==> src/design/viu_consts.vh <==
// constants for the vectored interrupt and exception unit
`ifndef VIU_CONSTS_VH
`define VIU_CONSTS_VH
// ==========================================
// register offsets (byte addresses, word aligned)
`define VIU_OFF_MASK_LO 8'h00
`define VIU_OFF_MASK_HI 8'h04
`define VIU_OFF_PEND_LO 8'h08
`define VIU_OFF_PEND_HI 8'h0C
`define VIU_OFF_EDGE_MODE 8'h10
`define VIU_OFF_PORT0 8'h14
`define VIU_OFF_CAP_SEL 8'h18
`define VIU_OFF_STATUS 8'h1C
`define VIU_OFF_PRIO_BASE 8'h40
// ==========================================
// field positions and reset values
`define VIU_NMI_EDGE_BIT 0
`define VIU_MASK_RST 32'hFFFFFFFF
`define VIU_PRIO_RST 3'h7
`define VIU_EDGE_RST 32'h00000000
`define VIU_NUM_SRC 47
`define VIU_NUM_EXT 11
`define VIU_CAP_SRC 12
// ==========================================
// exception codes and handler addresses
`define VIU_CODE_RESET 16'h0000
`define VIU_CODE_NMI 16'h0010
`define VIU_CODE_TRAP_LO 16'h0040
`define VIU_CODE_TRAP_HI 16'h0050
`define VIU_CODE_ILG 16'h0060
`define VIU_ILG_PC_OFS 32'h00000004
// ==========================================
// timing: least latency from request to handler
`define VIU_MIN_LAT_CYC 4
`define VIU_FILT_LEN 3
`endif

==> src/design/viu_edge_filter.v <==
// noise filter and selectable edge detector for one external request pin
`timescale 1ns/100ps
`default_nettype none
`include "viu_consts.vh"
module viu_edge_filter (
	input wire core_clk_i,
	input wire rst_n_i,
	input wire pin_i,
	input wire rise_sel_i,
	output reg edge_o
);
	// ==========================================
	// shift history; level accepted when all samples agree
	reg [`VIU_FILT_LEN-1:0] hist_reg;
	reg level_reg;
	wire all_one = &hist_reg;
	wire all_zero = ~|hist_reg;
	always @(posedge core_clk_i or negedge rst_n_i) begin
		if (!rst_n_i) begin
			hist_reg <= {`VIU_FILT_LEN{1'b1}};
			level_reg <= 1'b1;
			edge_o <= 1'b0;
		end else begin
			hist_reg <= {hist_reg[`VIU_FILT_LEN-2:0], pin_i};
			// stable levels only; glitches shorter than the window vanish
			if (all_one) begin
				level_reg <= 1'b1;
			end else if (all_zero) begin
				level_reg <= 1'b0;
			end
			edge_o <= rise_sel_i ? (all_one & ~level_reg) : (all_zero & level_reg);
		end
	end
endmodule
`default_nettype wire

==> src/design/viu_prio_pick.v <==
// picks the winning pending maskable request by level, then by default order
`timescale 1ns/100ps
`default_nettype none
`include "viu_consts.vh"
module viu_prio_pick (
	input wire [`VIU_NUM_SRC-1:0] cand_i,
	input wire [3*`VIU_NUM_SRC-1:0] prio_i,
	output reg found_o,
	output reg [5:0] idx_o,
	output reg [2:0] lvl_o
);
	integer k;
	// scan from lowest default number; strict compare keeps the lower number on ties
	always @* begin
		found_o = 1'b0;
		idx_o = 6'h00;
		lvl_o = 3'h7;
		for (k = 0; k < `VIU_NUM_SRC; k = k + 1) begin
			if (cand_i[k] && (!found_o || prio_i[3*k +: 3] < lvl_o)) begin
				found_o = 1'b1;
				idx_o = k[5:0];
				lvl_o = prio_i[3*k +: 3];
			end
		end
	end
endmodule
`default_nettype wire

==> src/design/viu_core.v <==
// top of the vectored interrupt and exception unit with its register slave
//
// Design decisions made here: the address map and register access over Avalon-MM.
`timescale 1ns/100ps
`default_nettype none
`include "viu_consts.vh"
module viu_core (
	input wire core_clk_i,
	input wire rst_n_i,
	// avalon-mm slave
	input wire [7:0] avs_address_i,
	input wire avs_read_i,
	input wire avs_write_i,
	input wire [31:0] avs_writedata_i,
	output reg [31:0] avs_readdata_o,
	output reg avs_waitrequest_o,
	// request sources
	input wire port0_bit0_pin_i,
	input wire [`VIU_NUM_EXT-1:0] ext_pin_i,
	input wire capture_request_a_i,
	input wire capture_request_b_i,
	input wire [`VIU_NUM_SRC-1:0] periph_req_i,
	// cpu side
	input wire [31:0] following_instruction_address_i,
	input wire [31:0] current_instruction_address_i,
	input wire abortable_insn_i,
	input wire trap_i,
	input wire [4:0] trap_vector_i,
	input wire illegal_or_debug_trap_i,
	input wire psw_id_i,
	input wire psw_np_i,
	input wire reti_i,
	output reg take_o,
	output reg [15:0] exc_code_o,
	output reg [31:0] handler_o,
	output reg [31:0] maskable_return_save_o,
	output reg [31:0] nonmaskable_return_save_o,
	output reg [31:0] debug_return_save_o,
	output reg [2:0] in_service_lvl_o,
	output reg in_service_o
);
	// ==========================================
	// source slot map: default number to vector slot
	function [7:0] slot_of;
		input [5:0] n;
		begin
			if (n < 6'd5) slot_of = {2'b00, n} + 8'h08;
			else if (n < 6'd15) slot_of = {2'b00, n} + 8'h0A;
			else if (n < 6'd31) slot_of = {2'b00, n} + 8'h0E;
			else if (n < 6'd38) slot_of = {2'b00, n} + 8'h12;
			else if (n < 6'd40) slot_of = {2'b00, n} + 8'h14;
			else slot_of = {2'b00, n} + 8'h17;
		end
	endfunction
	// external pin sources: default numbers 0..4, 12 (capture), 17..21 mapped below
	// ==========================================
	// registers
	reg [`VIU_NUM_SRC-1:0] mask_reg; // set = masked
	reg [`VIU_NUM_SRC-1:0] pend_reg; // latched events
	reg [3*`VIU_NUM_SRC-1:0] prio_reg; // 3 bits per source
	reg [`VIU_NUM_EXT:0] edge_mode_reg; // bit0 nmi, others ext pins
	reg capture_pin_select_reg; // 0 = pin a, 1 = pin b
	reg nmi_pend_reg;
	reg nmi_busy_reg;
	reg [`VIU_NUM_SRC-1:0] isr_reg; // in-service per source
	reg [7:0] isp_reg; // in-service per level
	reg [2:0] lat_cnt_reg; // counts cycles a request has waited
	reg [1:0] nmi_sync_reg;
	wire nmi_edge_select = edge_mode_reg[`VIU_NMI_EDGE_BIT];
	// ==========================================
	// nmi edge detect, falling by default
	wire nmi_event = nmi_edge_select ? (nmi_sync_reg[0] & ~nmi_sync_reg[1])
		: (~nmi_sync_reg[0] & nmi_sync_reg[1]);
	// ==========================================
	// external pins through filter and edge detector
	wire [`VIU_NUM_EXT-1:0] ext_edge;
	wire [`VIU_NUM_EXT-1:0] ext_pin_mux;
	genvar g;
	generate
		for (g = 0; g < `VIU_NUM_EXT; g = g + 1) begin : g_ext
			// one pin slot carries the selectable capture input
			assign ext_pin_mux[g] = (g == 5) ? (capture_pin_select_reg ? capture_request_b_i
				: capture_request_a_i) : ext_pin_i[g];
			viu_edge_filter u_filt (
				.core_clk_i(core_clk_i),
				.rst_n_i(rst_n_i),
				.pin_i(ext_pin_mux[g]),
				.rise_sel_i(edge_mode_reg[g+1]),
				.edge_o(ext_edge[g])
			);
		end
	endgenerate
	// ext index to default number: 0..4, 12, 17..21, fixed wiring
	reg [`VIU_NUM_SRC-1:0] raw_req;
	integer e;
	always @* begin
		raw_req = periph_req_i;
		for (e = 0; e < 5; e = e + 1) raw_req[e] = periph_req_i[e] | ext_edge[e];
		raw_req[`VIU_CAP_SRC] = periph_req_i[`VIU_CAP_SRC] | ext_edge[5];
		for (e = 6; e < `VIU_NUM_EXT; e = e + 1) raw_req[e+11] = periph_req_i[e+11] | ext_edge[e];
	end
	// ==========================================
	// arbitration; highest in-service level blocks equal or lower
	wire [`VIU_NUM_SRC-1:0] cand = pend_reg & ~mask_reg;
	wire found;
	wire [5:0] win_idx;
	wire [2:0] win_lvl;
	viu_prio_pick u_pick (
		.cand_i(cand),
		.prio_i(prio_reg),
		.found_o(found),
		.idx_o(win_idx),
		.lvl_o(win_lvl)
	);
	reg [3:0] top_lvl; // 8 means nothing in service
	integer l;
	always @* begin
		top_lvl = 4'h8;
		for (l = 7; l >= 0; l = l - 1) if (isp_reg[l]) top_lvl = l[3:0];
	end
	wire mask_ok = found && !psw_id_i && !psw_np_i && ({1'b0, win_lvl} < top_lvl);
	wire nmi_ok = nmi_pend_reg && !nmi_busy_reg;
	wire lat_ok = (lat_cnt_reg >= `VIU_MIN_LAT_CYC - 1);
	wire [31:0] ret_pc = abortable_insn_i ? current_instruction_address_i
		: following_instruction_address_i;
	wire [7:0] win_slot = slot_of(win_idx);
	// ==========================================
	// main sequential process
	integer s;
	always @(posedge core_clk_i or negedge rst_n_i) begin
		if (!rst_n_i) begin
			mask_reg <= {`VIU_NUM_SRC{1'b1}};
			pend_reg <= {`VIU_NUM_SRC{1'b0}};
			prio_reg <= {`VIU_NUM_SRC{`VIU_PRIO_RST}};
			edge_mode_reg <= {(`VIU_NUM_EXT+1){1'b0}};
			capture_pin_select_reg <= 1'b0;
			nmi_pend_reg <= 1'b0;
			nmi_busy_reg <= 1'b0;
			isr_reg <= {`VIU_NUM_SRC{1'b0}};
			isp_reg <= 8'h00;
			lat_cnt_reg <= 3'h0;
			nmi_sync_reg <= 2'b11;
			take_o <= 1'b0;
			exc_code_o <= `VIU_CODE_RESET;
			handler_o <= 32'h00000000;
			maskable_return_save_o <= 32'h00000000;
			nonmaskable_return_save_o <= 32'h00000000;
			debug_return_save_o <= 32'h00000000;
			in_service_lvl_o <= 3'h7;
			in_service_o <= 1'b0;
			avs_readdata_o <= 32'h00000000;
			avs_waitrequest_o <= 1'b1;
		end else begin
			nmi_sync_reg <= {nmi_sync_reg[0], port0_bit0_pin_i};
			take_o <= 1'b0;
			// latch pending; a new event wins over the acknowledge clear
			pend_reg <= pend_reg | raw_req;
			if (nmi_event) nmi_pend_reg <= 1'b1; // only one kept
			// latency counter: shared by all requests and cleared only on an nmi or maskable take; the first one counted after such a take waits at least four cycles
			if ((nmi_pend_reg || |cand) && !lat_ok) lat_cnt_reg <= lat_cnt_reg + 3'h1;
			// ---- exceptions first, they come from the executing instruction
			if (illegal_or_debug_trap_i) begin
				take_o <= 1'b1;
				exc_code_o <= `VIU_CODE_ILG;
				handler_o <= {16'h0000, `VIU_CODE_ILG};
				debug_return_save_o <= following_instruction_address_i + `VIU_ILG_PC_OFS;
			end else if (trap_i) begin
				take_o <= 1'b1;
				exc_code_o <= (trap_vector_i[4] ? `VIU_CODE_TRAP_HI : `VIU_CODE_TRAP_LO)
					| {12'h000, trap_vector_i[3:0]};
				handler_o <= trap_vector_i[4] ? {16'h0000, `VIU_CODE_TRAP_HI}
					: {16'h0000, `VIU_CODE_TRAP_LO};
				maskable_return_save_o <= following_instruction_address_i;
			end else if (nmi_ok && lat_ok) begin
				take_o <= 1'b1;
				nmi_pend_reg <= nmi_event; // arrivals in this cycle survive
				nmi_busy_reg <= 1'b1;
				lat_cnt_reg <= 3'h0;
				exc_code_o <= `VIU_CODE_NMI;
				handler_o <= {16'h0000, `VIU_CODE_NMI};
				nonmaskable_return_save_o <= ret_pc;
			end else if (mask_ok && lat_ok && !nmi_busy_reg) begin
				take_o <= 1'b1;
				pend_reg <= (pend_reg & ~({{(`VIU_NUM_SRC-1){1'b0}}, 1'b1} << win_idx))
					| raw_req;
				isr_reg[win_idx] <= 1'b1;
				isp_reg[win_lvl] <= 1'b1;
				lat_cnt_reg <= 3'h0;
				exc_code_o <= {4'h0, win_slot, 4'h0};
				handler_o <= {20'h00000, win_slot, 4'h0};
				maskable_return_save_o <= ret_pc;
				in_service_lvl_o <= win_lvl;
			end
			// return: nmi ends first, else drop the top maskable level
			if (reti_i) begin
				if (nmi_busy_reg) begin
					nmi_busy_reg <= 1'b0;
				end else begin
					for (s = 0; s < `VIU_NUM_SRC; s = s + 1)
						if (isr_reg[s] && prio_reg[3*s +: 3] == top_lvl[2:0]) isr_reg[s] <= 1'b0;
					if (!top_lvl[3]) isp_reg[top_lvl[2:0]] <= 1'b0;
				end
			end
			in_service_o <= nmi_busy_reg | (|isp_reg);
			// ---- avalon slave: one wait cycle, answer on the second edge
			avs_waitrequest_o <= 1'b1;
			// the released cycle must re-arm the wait, so only a waiting request answers
			if ((avs_read_i || avs_write_i) && avs_waitrequest_o == 1'b1) begin
				avs_waitrequest_o <= 1'b0;
			end
			if (avs_write_i && !avs_waitrequest_o) begin
				case (avs_address_i)
					`VIU_OFF_MASK_LO: mask_reg[31:0] <= avs_writedata_i;
					`VIU_OFF_MASK_HI: mask_reg[46:32] <= avs_writedata_i[14:0];
					`VIU_OFF_EDGE_MODE: edge_mode_reg <= avs_writedata_i[`VIU_NUM_EXT:0];
					`VIU_OFF_CAP_SEL: capture_pin_select_reg <= avs_writedata_i[0];
					default: begin
						if (avs_address_i >= `VIU_OFF_PRIO_BASE && avs_address_i[1:0] == 2'b00
							&& avs_address_i[7:2] < 6'd63)
							prio_reg[3*(avs_address_i[7:2]-6'd16) +: 3] <= avs_writedata_i[2:0];
					end
				endcase
			end
			if (avs_read_i) begin
				case (avs_address_i)
					`VIU_OFF_MASK_LO: avs_readdata_o <= mask_reg[31:0];
					`VIU_OFF_MASK_HI: avs_readdata_o <= {17'h00000, mask_reg[46:32]};
					`VIU_OFF_PEND_LO: avs_readdata_o <= pend_reg[31:0];
					`VIU_OFF_PEND_HI: avs_readdata_o <= {17'h00000, pend_reg[46:32]};
					`VIU_OFF_EDGE_MODE: avs_readdata_o <= {20'h00000, edge_mode_reg};
					`VIU_OFF_PORT0: avs_readdata_o <= {31'h00000000, nmi_sync_reg[0]};
					`VIU_OFF_CAP_SEL: avs_readdata_o <= {31'h00000000, capture_pin_select_reg};
					`VIU_OFF_STATUS: avs_readdata_o <= {18'h00000, nmi_pend_reg, nmi_busy_reg,
						isp_reg, top_lvl[2:0], 1'b0};
					default: begin
						if (avs_address_i >= `VIU_OFF_PRIO_BASE && avs_address_i[7:2] < 6'd63)
							avs_readdata_o <= {29'h00000000,
								prio_reg[3*(avs_address_i[7:2]-6'd16) +: 3]};
						else
							avs_readdata_o <= 32'h00000000;
					end
				endcase
			end
		end
	end
endmodule
`default_nettype wire

==> config.mk <==
export PLATFORM = sky130hd
export DESIGN_NAME = viu_core
export DESIGN_NICKNAME = d
export VERILOG_FILES = /design/src/design/viu_edge_filter.v /design/src/design/viu_prio_pick.v /design/src/design/viu_core.v
export VERILOG_INCLUDE_DIRS = /design/src /design/src/design
export SDC_FILE = /design/constraint.sdc
export NUM_CORES = 2
export LEC_CHECK = 0
export BUFFER_PORTS_ARGS = -buffer_cell sky130_fd_sc_hd__buf_2
export CAP_MARGIN = 5
export CORE_UTILIZATION = 55
export CTS_CLUSTER_SIZE = 24
export DETAILED_ROUTE_END_ITERATION = 8
export PLACE_DENSITY = 0.79
export SLEW_MARGIN = 0
export SYNTH_ARGS = -nofsm -noshare
export SYNTH_HDL_FRONTEND = slang
export SYNTH_HIERARCHICAL = 1
export SYNTH_SLANG_ARGS = --single-unit
==> constraint.sdc <==
create_clock -name core_clk_i -period 60.6 [get_ports core_clk_i]
set_input_delay 12.12 -clock core_clk_i [delete_from_list [all_inputs] [get_ports core_clk_i]]
set_output_delay 12.12 -clock core_clk_i [all_outputs]
set_load 0.02 [all_outputs]
=== Yosys cells after proc, flatten, opt, wreduce, memory -nomap -nowiden ===
Index checks and enable logic that the tools add are counted.

* Register bits after elaboration: 500
* Output and inout bits: 182

* Add/sub/neg operators: 10
* Multipliers: 1
* Magnitude comparators: 59
* Eq/ne operators: 19
* Shift operators: 4
* Multiplexer cells: 239
* Bitwise logic cells: 63
* Reductions and logical operators: 208

{| class="wikitable"
|+ Operators with widths
! kind !! number
|-
| $mux 32 || 8
|-
| $pmux 32 s8 || 1
|-
| $mux 47 || 4
|-
| $mux 3 || 57
|-
| $bwmux 141 || 1
|-
| $shift 3x34->141 const A || 1
|-
| $shiftx 141x33->3 || 1
|-
| $shiftx 3x34->141 || 1
|-
| $lt 3x3->1 || 46
|-
| $mux 1 || 99
|-
| $and 47x47->47 || 2
|-
| $not 47->47 || 2
|-
| $or 47x47->47 || 2
|-
| $mux 5 || 18
|-
| $mux 6 || 15
|-
| $mux 16 || 4
|-
| $mux 4 || 16
|-
| $logic_not 1->1 || 62
|-
| $logic_and 1x1->1 || 61
|-
| $mux 8 || 7
|-
| $logic_or 1x1->1 || 48
|-
| $reduce_or 47->1 || 1
|-
| $shl 1x6->47 const A || 1
|-
| $reduce_and 3->1 || 14
|-
| other kinds (40) || 131
|}

=== Logic depth before layout (Yosys ltp) ===
* Depth after elaboration: 200
* Mapped depth: 352

=== Modules after synthesis ===
The synthesis kept the hierarchy.

{| class="wikitable"
|+ By module, submodules not included
! module !! instances !! cells each !! area each (um2) !! seq. area each (um2)
|-
| viu_core || 1 || 2491 || 24922.7 || 10452.5
|-
| viu_prio_pick || 1 || 1248 || 8037.7 || 0.0
|-
| viu_edge_filter || 11 || 13 || 182.7 || 130.1
|}

=== Least setup slack after synthesis ===
OpenSTA, ideal clock, no wires.

* Path type: register to register
* Start: register pend_reg[0]
* End: register pend_reg[19]
* Setup time: 124 ps
* Arrival time: 55265 ps
* Slack: 5211 ps
* Stages on the path, launching flop included: 332
* Period minus slack after synthesis: 55389 ps
* Path through: dfrtp_1 nor2b_1 nand2b_1 nand3b_1 a311o_1 or2_1 o21ai_2 a21oi_1 ha_1 and2_1 o31ai_1 a21o_1 a211o_1 o311ai_4 nor2_1 a21oi_1 inv_1 ha_1 [... 296 more ...] a31oi_4 o211a_1 o21bai_1 ha_1 nor3_1 nand2_1 or2_2 a31oi_1 nor2_2 o22a_1 ha_1 or3_1 a211oi_1 o21ai_1 nor3_1 clkbuf_1 nand4_1 a211o_1

{| class="wikitable"
|+ RTL lines
! item !! line !! RTL
|-
| from (decl) || viu_core.v:59 || <nowiki>reg [`VIU_NUM_SRC-1:0] pend_reg;</nowiki>
|-
| from (signal assigned) || viu_core.v:133 || <nowiki>pend_reg <= {`VIU_NUM_SRC{1'b0}};</nowiki>
|-
| from (signal assigned) || viu_core.v:157 || <nowiki>pend_reg <= pend_reg | raw_req;</nowiki>
|-
| from (signal assigned) || viu_core.v:184 || <nowiki>pend_reg <= (pend_reg & ~({{(`VIU_NUM_SRC-1){1'b0}}, 1'b1} << win_idx))</nowiki>
|-
| $and 47x47->47 (*) || viu_core.v:104 || <nowiki>wire [`VIU_NUM_SRC-1:0] cand = pend_reg & ~mask_reg;</nowiki>
|-
| net cand[0] || viu_core.v:104 ||
|-
| $mux 3 / $mux 1 (equally long branches) || viu_prio_pick.v:19 || <nowiki>if (cand_i[k] && (!found_o || prio_i[3*k +: 3] < lvl_o)) begin</nowiki>
|-
| $lt 3x3->1 / $logic_not 1->1 (equally long branches) || viu_prio_pick.v:19 ||
|-
| $logic_or 1x1->1 || viu_prio_pick.v:19 ||
|-
| $logic_and 1x1->1 || viu_prio_pick.v:19 ||
|-
| $mux 3 / $mux 1 (equally long branches) || viu_prio_pick.v:19 ||
|-
| $lt 3x3->1 / $logic_not 1->1 (equally long branches) || viu_prio_pick.v:19 ||
|-
| [... 179 more ...] || -- ||
|-
| net win_lvl[1] || viu_core.v:107 || <nowiki>wire [2:0] win_lvl;</nowiki>
|-
| $lt 3x4->1 (*) || viu_core.v:121 || <nowiki>wire mask_ok = found && !psw_id_i && !psw_np_i && ({1'b0, win_lvl} < top_lvl);</nowiki>
|-
| $logic_and 1x1->1 (*) || viu_core.v:121 ||
|-
| $logic_and 1x1->1 (*) (2 in series) || viu_core.v:182 || <nowiki>end else if (mask_ok && lat_ok && !nmi_busy_reg) begin</nowiki>
|-
| $mux 47 (*) || viu_core.v:182 ||
|-
| $mux 47 (*) || viu_core.v:174 || <nowiki>end else if (nmi_ok && lat_ok) begin</nowiki>
|-
| $mux 47 (*) || viu_core.v:167 || <nowiki>end else if (trap_i) begin</nowiki>
|-
| $mux 47 (*) || viu_core.v:162 || <nowiki>if (illegal_or_debug_trap_i) begin</nowiki>
|}

Mark *: on every way through the listed nets, which the timed path passes. The rest lies on a longest branch.
A chain may end at the register's enable or synchronous reset.

=== Final worst setup path ===
* Start: register mask_reg[0]
* End: register pend_reg[0]

{| class="wikitable"
|+ RTL lines
! item !! line !! RTL
|-
| from (decl) || viu_core.v:58 || <nowiki>reg [`VIU_NUM_SRC-1:0] mask_reg;</nowiki>
|-
| from (signal assigned) || viu_core.v:132 || <nowiki>mask_reg <= {`VIU_NUM_SRC{1'b1}};</nowiki>
|-
| from (signal assigned) || viu_core.v:213 || <nowiki>`VIU_OFF_MASK_LO: mask_reg[31:0] <= avs_writedata_i;</nowiki>
|-
| $not 47->47 (*) || viu_core.v:104 ||
|-
| $and 47x47->47 (*) || viu_core.v:104 ||
|-
| net cand[0] || viu_core.v:104 ||
|-
| $mux 3 / $mux 1 (equally long branches) || viu_prio_pick.v:19 ||
|-
| $lt 3x3->1 / $logic_not 1->1 (equally long branches) || viu_prio_pick.v:19 ||
|-
| $logic_or 1x1->1 || viu_prio_pick.v:19 ||
|-
| $logic_and 1x1->1 || viu_prio_pick.v:19 ||
|-
| $mux 3 / $mux 1 (equally long branches) || viu_prio_pick.v:19 ||
|-
| [... 180 more ...] || -- ||
|-
| net win_lvl[1] || viu_core.v:107 ||
|-
| $lt 3x4->1 (*) || viu_core.v:121 ||
|-
| $logic_and 1x1->1 (*) || viu_core.v:121 ||
|-
| $logic_and 1x1->1 (*) (2 in series) || viu_core.v:182 ||
|-
| $mux 47 (*) || viu_core.v:182 ||
|-
| $mux 47 (*) || viu_core.v:174 ||
|-
| $mux 47 (*) || viu_core.v:167 ||
|-
| $mux 47 (*) || viu_core.v:162 ||
|}

Marked as above.

==> run summary <==
======================================================================================
CTS clk-pin slew, worst paths                                                    70 ps
Violated checks                                                           design-rule violations, max-capacitance violations, max-slew violations
Yosys Warn Count                                                                     6
Max reg flops                                                                      141
Count of routing violations after the opening detailed-route iteration            4743
Total wire length after detailed routing                                     131000 um
Max-capacitance violation count                                                      1
Synthesized area divided by synthesized cell count                            9.01 um2
Area taken by multi-input logic gates                                        22100 um2
Worst reg2reg path startpoint                                             mask_reg[0]$_DFFE_PN1P_
Tightest slew margin relative to the limit                                     -0.0101
EDFF count, synth                                                                    0
Yosys top cell area share                                                        0.179
Critical Setup Path Class                                                 flip-flop to flip-flop
Global placer's final weighted congestion                                         1.07
Path depth of the worst reg2reg path                                               332
Dominant register cell in the synthesized netlist                         sky130_fd_sc_hd__dfstp_2
Worst path bufs/invs                                                                42
IO Count                                                                           362
Standard-cell row count                                                             92
Reg-to-reg setup timing slack                                                  3420 ps
Number of distinct standard cells referenced by the synthesized netlist            130
Category of the worst setup path capture point                               flip-flop
DRT antenna net count                                                                0
Cell Count, Final, Fillers Out                                                    5214
Gate count of the mapped netlist                                                  3882
Slack of the critical path                                                     3420 ps
Drt drc                                                                              6
Start point of the critical path                                          mask_reg[0]$_DFFE_PN1P_
Buffer cell driving the clock tree root                                   sky130_fd_sc_hd__clkbuf_16
F_max                                                                       0.0175 GHz
Number of buffers inserted during clock tree synthesis                              50
Cell type with the largest total area after synthesis                     sky130_fd_sc_hd__dfstp_2
Die outline width                                                               254 um
Maximum buffer depth of the clock tree                                               3
Path type of the worst min-delay path                                     flip-flop to flip-flop
H-tree Lvls                                                                          2
Initial standard-cell utilization of the core                                    0.555
Data arrival time at the worst-slack endpoint                                 57710 ps
Fill count                                                                        5142
CP startpoint kind                                                           flip-flop
Congestion Overflow GR                                                               0
Period minus WS final                                                         57180 ps
Cell type group with the largest total delay on the critical path         compound AO/OA/AOI/OAI gates
TritonCTS clock tree                                                              done
Worst setup path end                                                      pend_reg[0]$_DFF_PN0_
Pin slew with the least headroom to its limit                                  1480 ps
Wire length of the first global-routing pass                                 195000 um
Delay contributed by the slowest stage of the critical path                     570 ps
Port Buffers                                                                       330
Fraction of synthesis flops using an asynchronous set or reset pin                1.00
GRT Resource Usage Total                                                         0.393
Largest net degree at the start of global routing                                  102
Dominant cells by area after synthesis                                    sky130_fd_sc_hd__dfstp_2, sky130_fd_sc_hd__dfrtp_1, sky130_fd_sc_hd__mux4_2, sky130_fd_sc_hd__o21ai_0, sky130_fd_sc_hd__nand2_1
WHS                                                                             377 ps
Via count of the first global-routing pass                                       33200
Core Region                                                                  63000 um2
# clock sinks                                                                      463
Data required time at the worst endpoint                                      61130 ps
DRT Pass-1 Iters                                                                     9
Setup Total Neg Slack                                                             0 ps
Detailed-route wire length per cell                                            25.0 um
Total die area                                                               64600 um2
Critical Path Stages                                                               332
Later-pin clock latency in the skew report                                      640 ps
Post-DR vias/cell                                                                 6.81
Share of synthesized area occupied by flip-flops and latches                     0.340
Half-perimeter wire length after detailed placement                           94900 um
Period utilisation layout                                                        0.944
Final net count                                                                   4588
Die height                                                                      254 um
Final clock skew                                                               51.9 ps
Master of the slowest instance on the critical path                       sky130_fd_sc_hd__dfstp_2
Antenna violations before repair                                                    16
Share of final-layout standard cells stronger than drive strength 1              0.301
Number of instances in the placed design                                          5074
Total via count after detailed routing                                           35500
Outcome                                                                   finished, violations left
Area growth from synthesis to layout                                             17.3%
Largest driver fanout on the critical path                                           7
Max-slew violation count                                                             1
Flip-flop and latch area                                                     11900 um2
Setup-failing EPs final                                                              0
FF-to-FF End                                                              pend_reg[0]$_DFF_PN0_
Summed instance area of the synthesized netlist                              35000 um2
FF+latch count, synth                                                              463
CP most frequent cell                                                     sky130_fd_sc_hd__ha_1
Pre-CTS worst setup slack                                                      -242 ps
Hold Vio Cnt, Final                                                                  0
======================================================================================
area by class of cell:
class                   count  share of cell area
well taps                 846              0.0258
clock inverters            25             0.00817
diodes                     14            0.000854
inverters                 144              0.0132
multi-input cells        3068               0.538
clock buffers              68              0.0358
repair buffers            586              0.0890
flip-flops and latches    463               0.290
cells in the final DEF, fill, tap and decap left out, types with 25 or more instances in the layout:
| cell | n |
|---|---|
| sky130_fd_sc_hd__o21ai_1 | 42 |
| sky130_fd_sc_hd__a22oi_1 | 47 |
| sky130_fd_sc_hd__buf_4 | 250 |
| sky130_fd_sc_hd__a21oi_1 | 223 |
| sky130_fd_sc_hd__nor3_1 | 66 |
| sky130_fd_sc_hd__a211oi_1 | 27 |
| sky130_fd_sc_hd__dfstp_2 | 238 |
| sky130_fd_sc_hd__conb_1 | 30 |
| sky130_fd_sc_hd__clkbuf_16 | 50 |
| sky130_fd_sc_hd__and2_1 | 36 |
| sky130_fd_sc_hd__nor2_1 | 310 |
| sky130_fd_sc_hd__nand4_1 | 57 |
| sky130_fd_sc_hd__dfrtp_1 | 225 |
| sky130_fd_sc_hd__or3_1 | 29 |
| sky130_fd_sc_hd__nand3_1 | 108 |
| sky130_fd_sc_hd__and3_1 | 30 |
| sky130_fd_sc_hd__inv_1 | 137 |
| sky130_fd_sc_hd__ha_1 | 91 |
| sky130_fd_sc_hd__o22ai_1 | 39 |
| sky130_fd_sc_hd__xnor2_1 | 26 |
| sky130_fd_sc_hd__buf_2 | 328 |
| sky130_fd_sc_hd__a31oi_1 | 50 |
| sky130_fd_sc_hd__mux4_2 | 84 |
| sky130_fd_sc_hd__o31ai_1 | 132 |
| sky130_fd_sc_hd__a21o_1 | 61 |
| sky130_fd_sc_hd__nor2b_1 | 68 |
| sky130_fd_sc_hd__mux2_2 | 94 |
| sky130_fd_sc_hd__nand2_1 | 339 |
| sky130_fd_sc_hd__o21ai_0 | 272 |
| sky130_fd_sc_hd__mux2i_1 | 116 |
| sky130_fd_sc_hd__o211ai_1 | 25 |
| sky130_fd_sc_hd__nand2b_1 | 33 |
synthesized netlist by cell type, types with 21 or more instances:
library cell               number
sky130_fd_sc_hd__inv_1        139
sky130_fd_sc_hd__o21ai_1       41
sky130_fd_sc_hd__buf_4         42
sky130_fd_sc_hd__a22oi_1       47
sky130_fd_sc_hd__nor3_1        72
sky130_fd_sc_hd__o211ai_1      25
sky130_fd_sc_hd__ha_1          94
sky130_fd_sc_hd__nor2_1       317
sky130_fd_sc_hd__a21oi_1      235
sky130_fd_sc_hd__dfrtp_1      225
sky130_fd_sc_hd__mux2i_1      120
sky130_fd_sc_hd__or2_2         23
sky130_fd_sc_hd__nand4_1       57
sky130_fd_sc_hd__and2_1        39
sky130_fd_sc_hd__nand2b_1      34
sky130_fd_sc_hd__o22ai_1       39
sky130_fd_sc_hd__o21a_1        24
sky130_fd_sc_hd__xnor2_1       26
sky130_fd_sc_hd__dfstp_2      238
sky130_fd_sc_hd__o31ai_1      134
sky130_fd_sc_hd__nor2b_1       75
sky130_fd_sc_hd__a222oi_1      21
sky130_fd_sc_hd__mux4_2        84
sky130_fd_sc_hd__clkbuf_1     141
sky130_fd_sc_hd__and3_1        30
sky130_fd_sc_hd__a21o_1        61
sky130_fd_sc_hd__a31oi_1       54
sky130_fd_sc_hd__nand3_1      108
sky130_fd_sc_hd__a211o_1       24
sky130_fd_sc_hd__a211oi_1      28
sky130_fd_sc_hd__o21ai_0      287
sky130_fd_sc_hd__mux2_2        94
sky130_fd_sc_hd__buf_2         35
sky130_fd_sc_hd__o41ai_1       21
sky130_fd_sc_hd__or3_1         30
sky130_fd_sc_hd__nor4_1        23
sky130_fd_sc_hd__nand2_1      347
per-stage QoR:
step / util / cell area (um2)
final: 0.652 / 41000
after CTS: 0.640 / 40300
after detailed placement: 0.611 / 38500
after global routing: 0.651 / 41000
after global placement: 0.611 / 38500
after floorplan: - / 35100
how the worst min path moves through the flow:
stage,to,slack [ps],from,cells after the start
floorplan,g_ext[0].u_filt/hist_reg[2]$_DFF_PN1_,360,g_ext[0].u_filt/hist_reg[1]$_DFF_PN1_,0
global placement,g_ext[4].u_filt/hist_reg[2]$_DFF_PN1_,370,g_ext[4].u_filt/hist_reg[1]$_DFF_PN1_,0
detailed placement,g_ext[3].u_filt/hist_reg[2]$_DFF_PN1_,370,g_ext[3].u_filt/hist_reg[1]$_DFF_PN1_,0
CTS,g_ext[10].u_filt/hist_reg[1]$_DFF_PN1_,380,g_ext[10].u_filt/hist_reg[0]$_DFF_PN1_,0
global route,g_ext[0].u_filt/hist_reg[2]$_DFF_PN1_,390,g_ext[0].u_filt/hist_reg[1]$_DFF_PN1_,0
finish,g_ext[4].u_filt/hist_reg[2]$_DFF_PN1_,380,g_ext[4].u_filt/hist_reg[1]$_DFF_PN1_,0
per-layer routing:
layer	wire length, um	track usage
met4	8580	0.215
met5	54	0
met1	48400	0.498
met3	16200	0.121
met2	57400	0.601
cells by family after synthesis:
group / after synthesis / synth area share
buffers and inverters: 380 / 0.0472
XOR/XNOR: 46 / 0.0120
other: 1 / 0.000107
multiplexers: 312 / 0.123
AND/OR/NAND/NOR: 1267 / 0.180
adder cells (fa/ha/maj): 105 / 0.0371
flip-flops: 463 / 0.340
AO/OA/AOI/OAI: 1308 / 0.261
timing repair:
action | in CTS | in global routing
resized for setup | 6 | 123
endpoints found under the setup margin | 105 | 105
gates cloned | 0 | 1
hold buffers | 0 | 0
pin swaps | 0 | 29
buffers inserted | 0 | 32
Power is not shown: default switching activity piles up to over one toggle a cycle in this logic, so the estimate is an artifact.
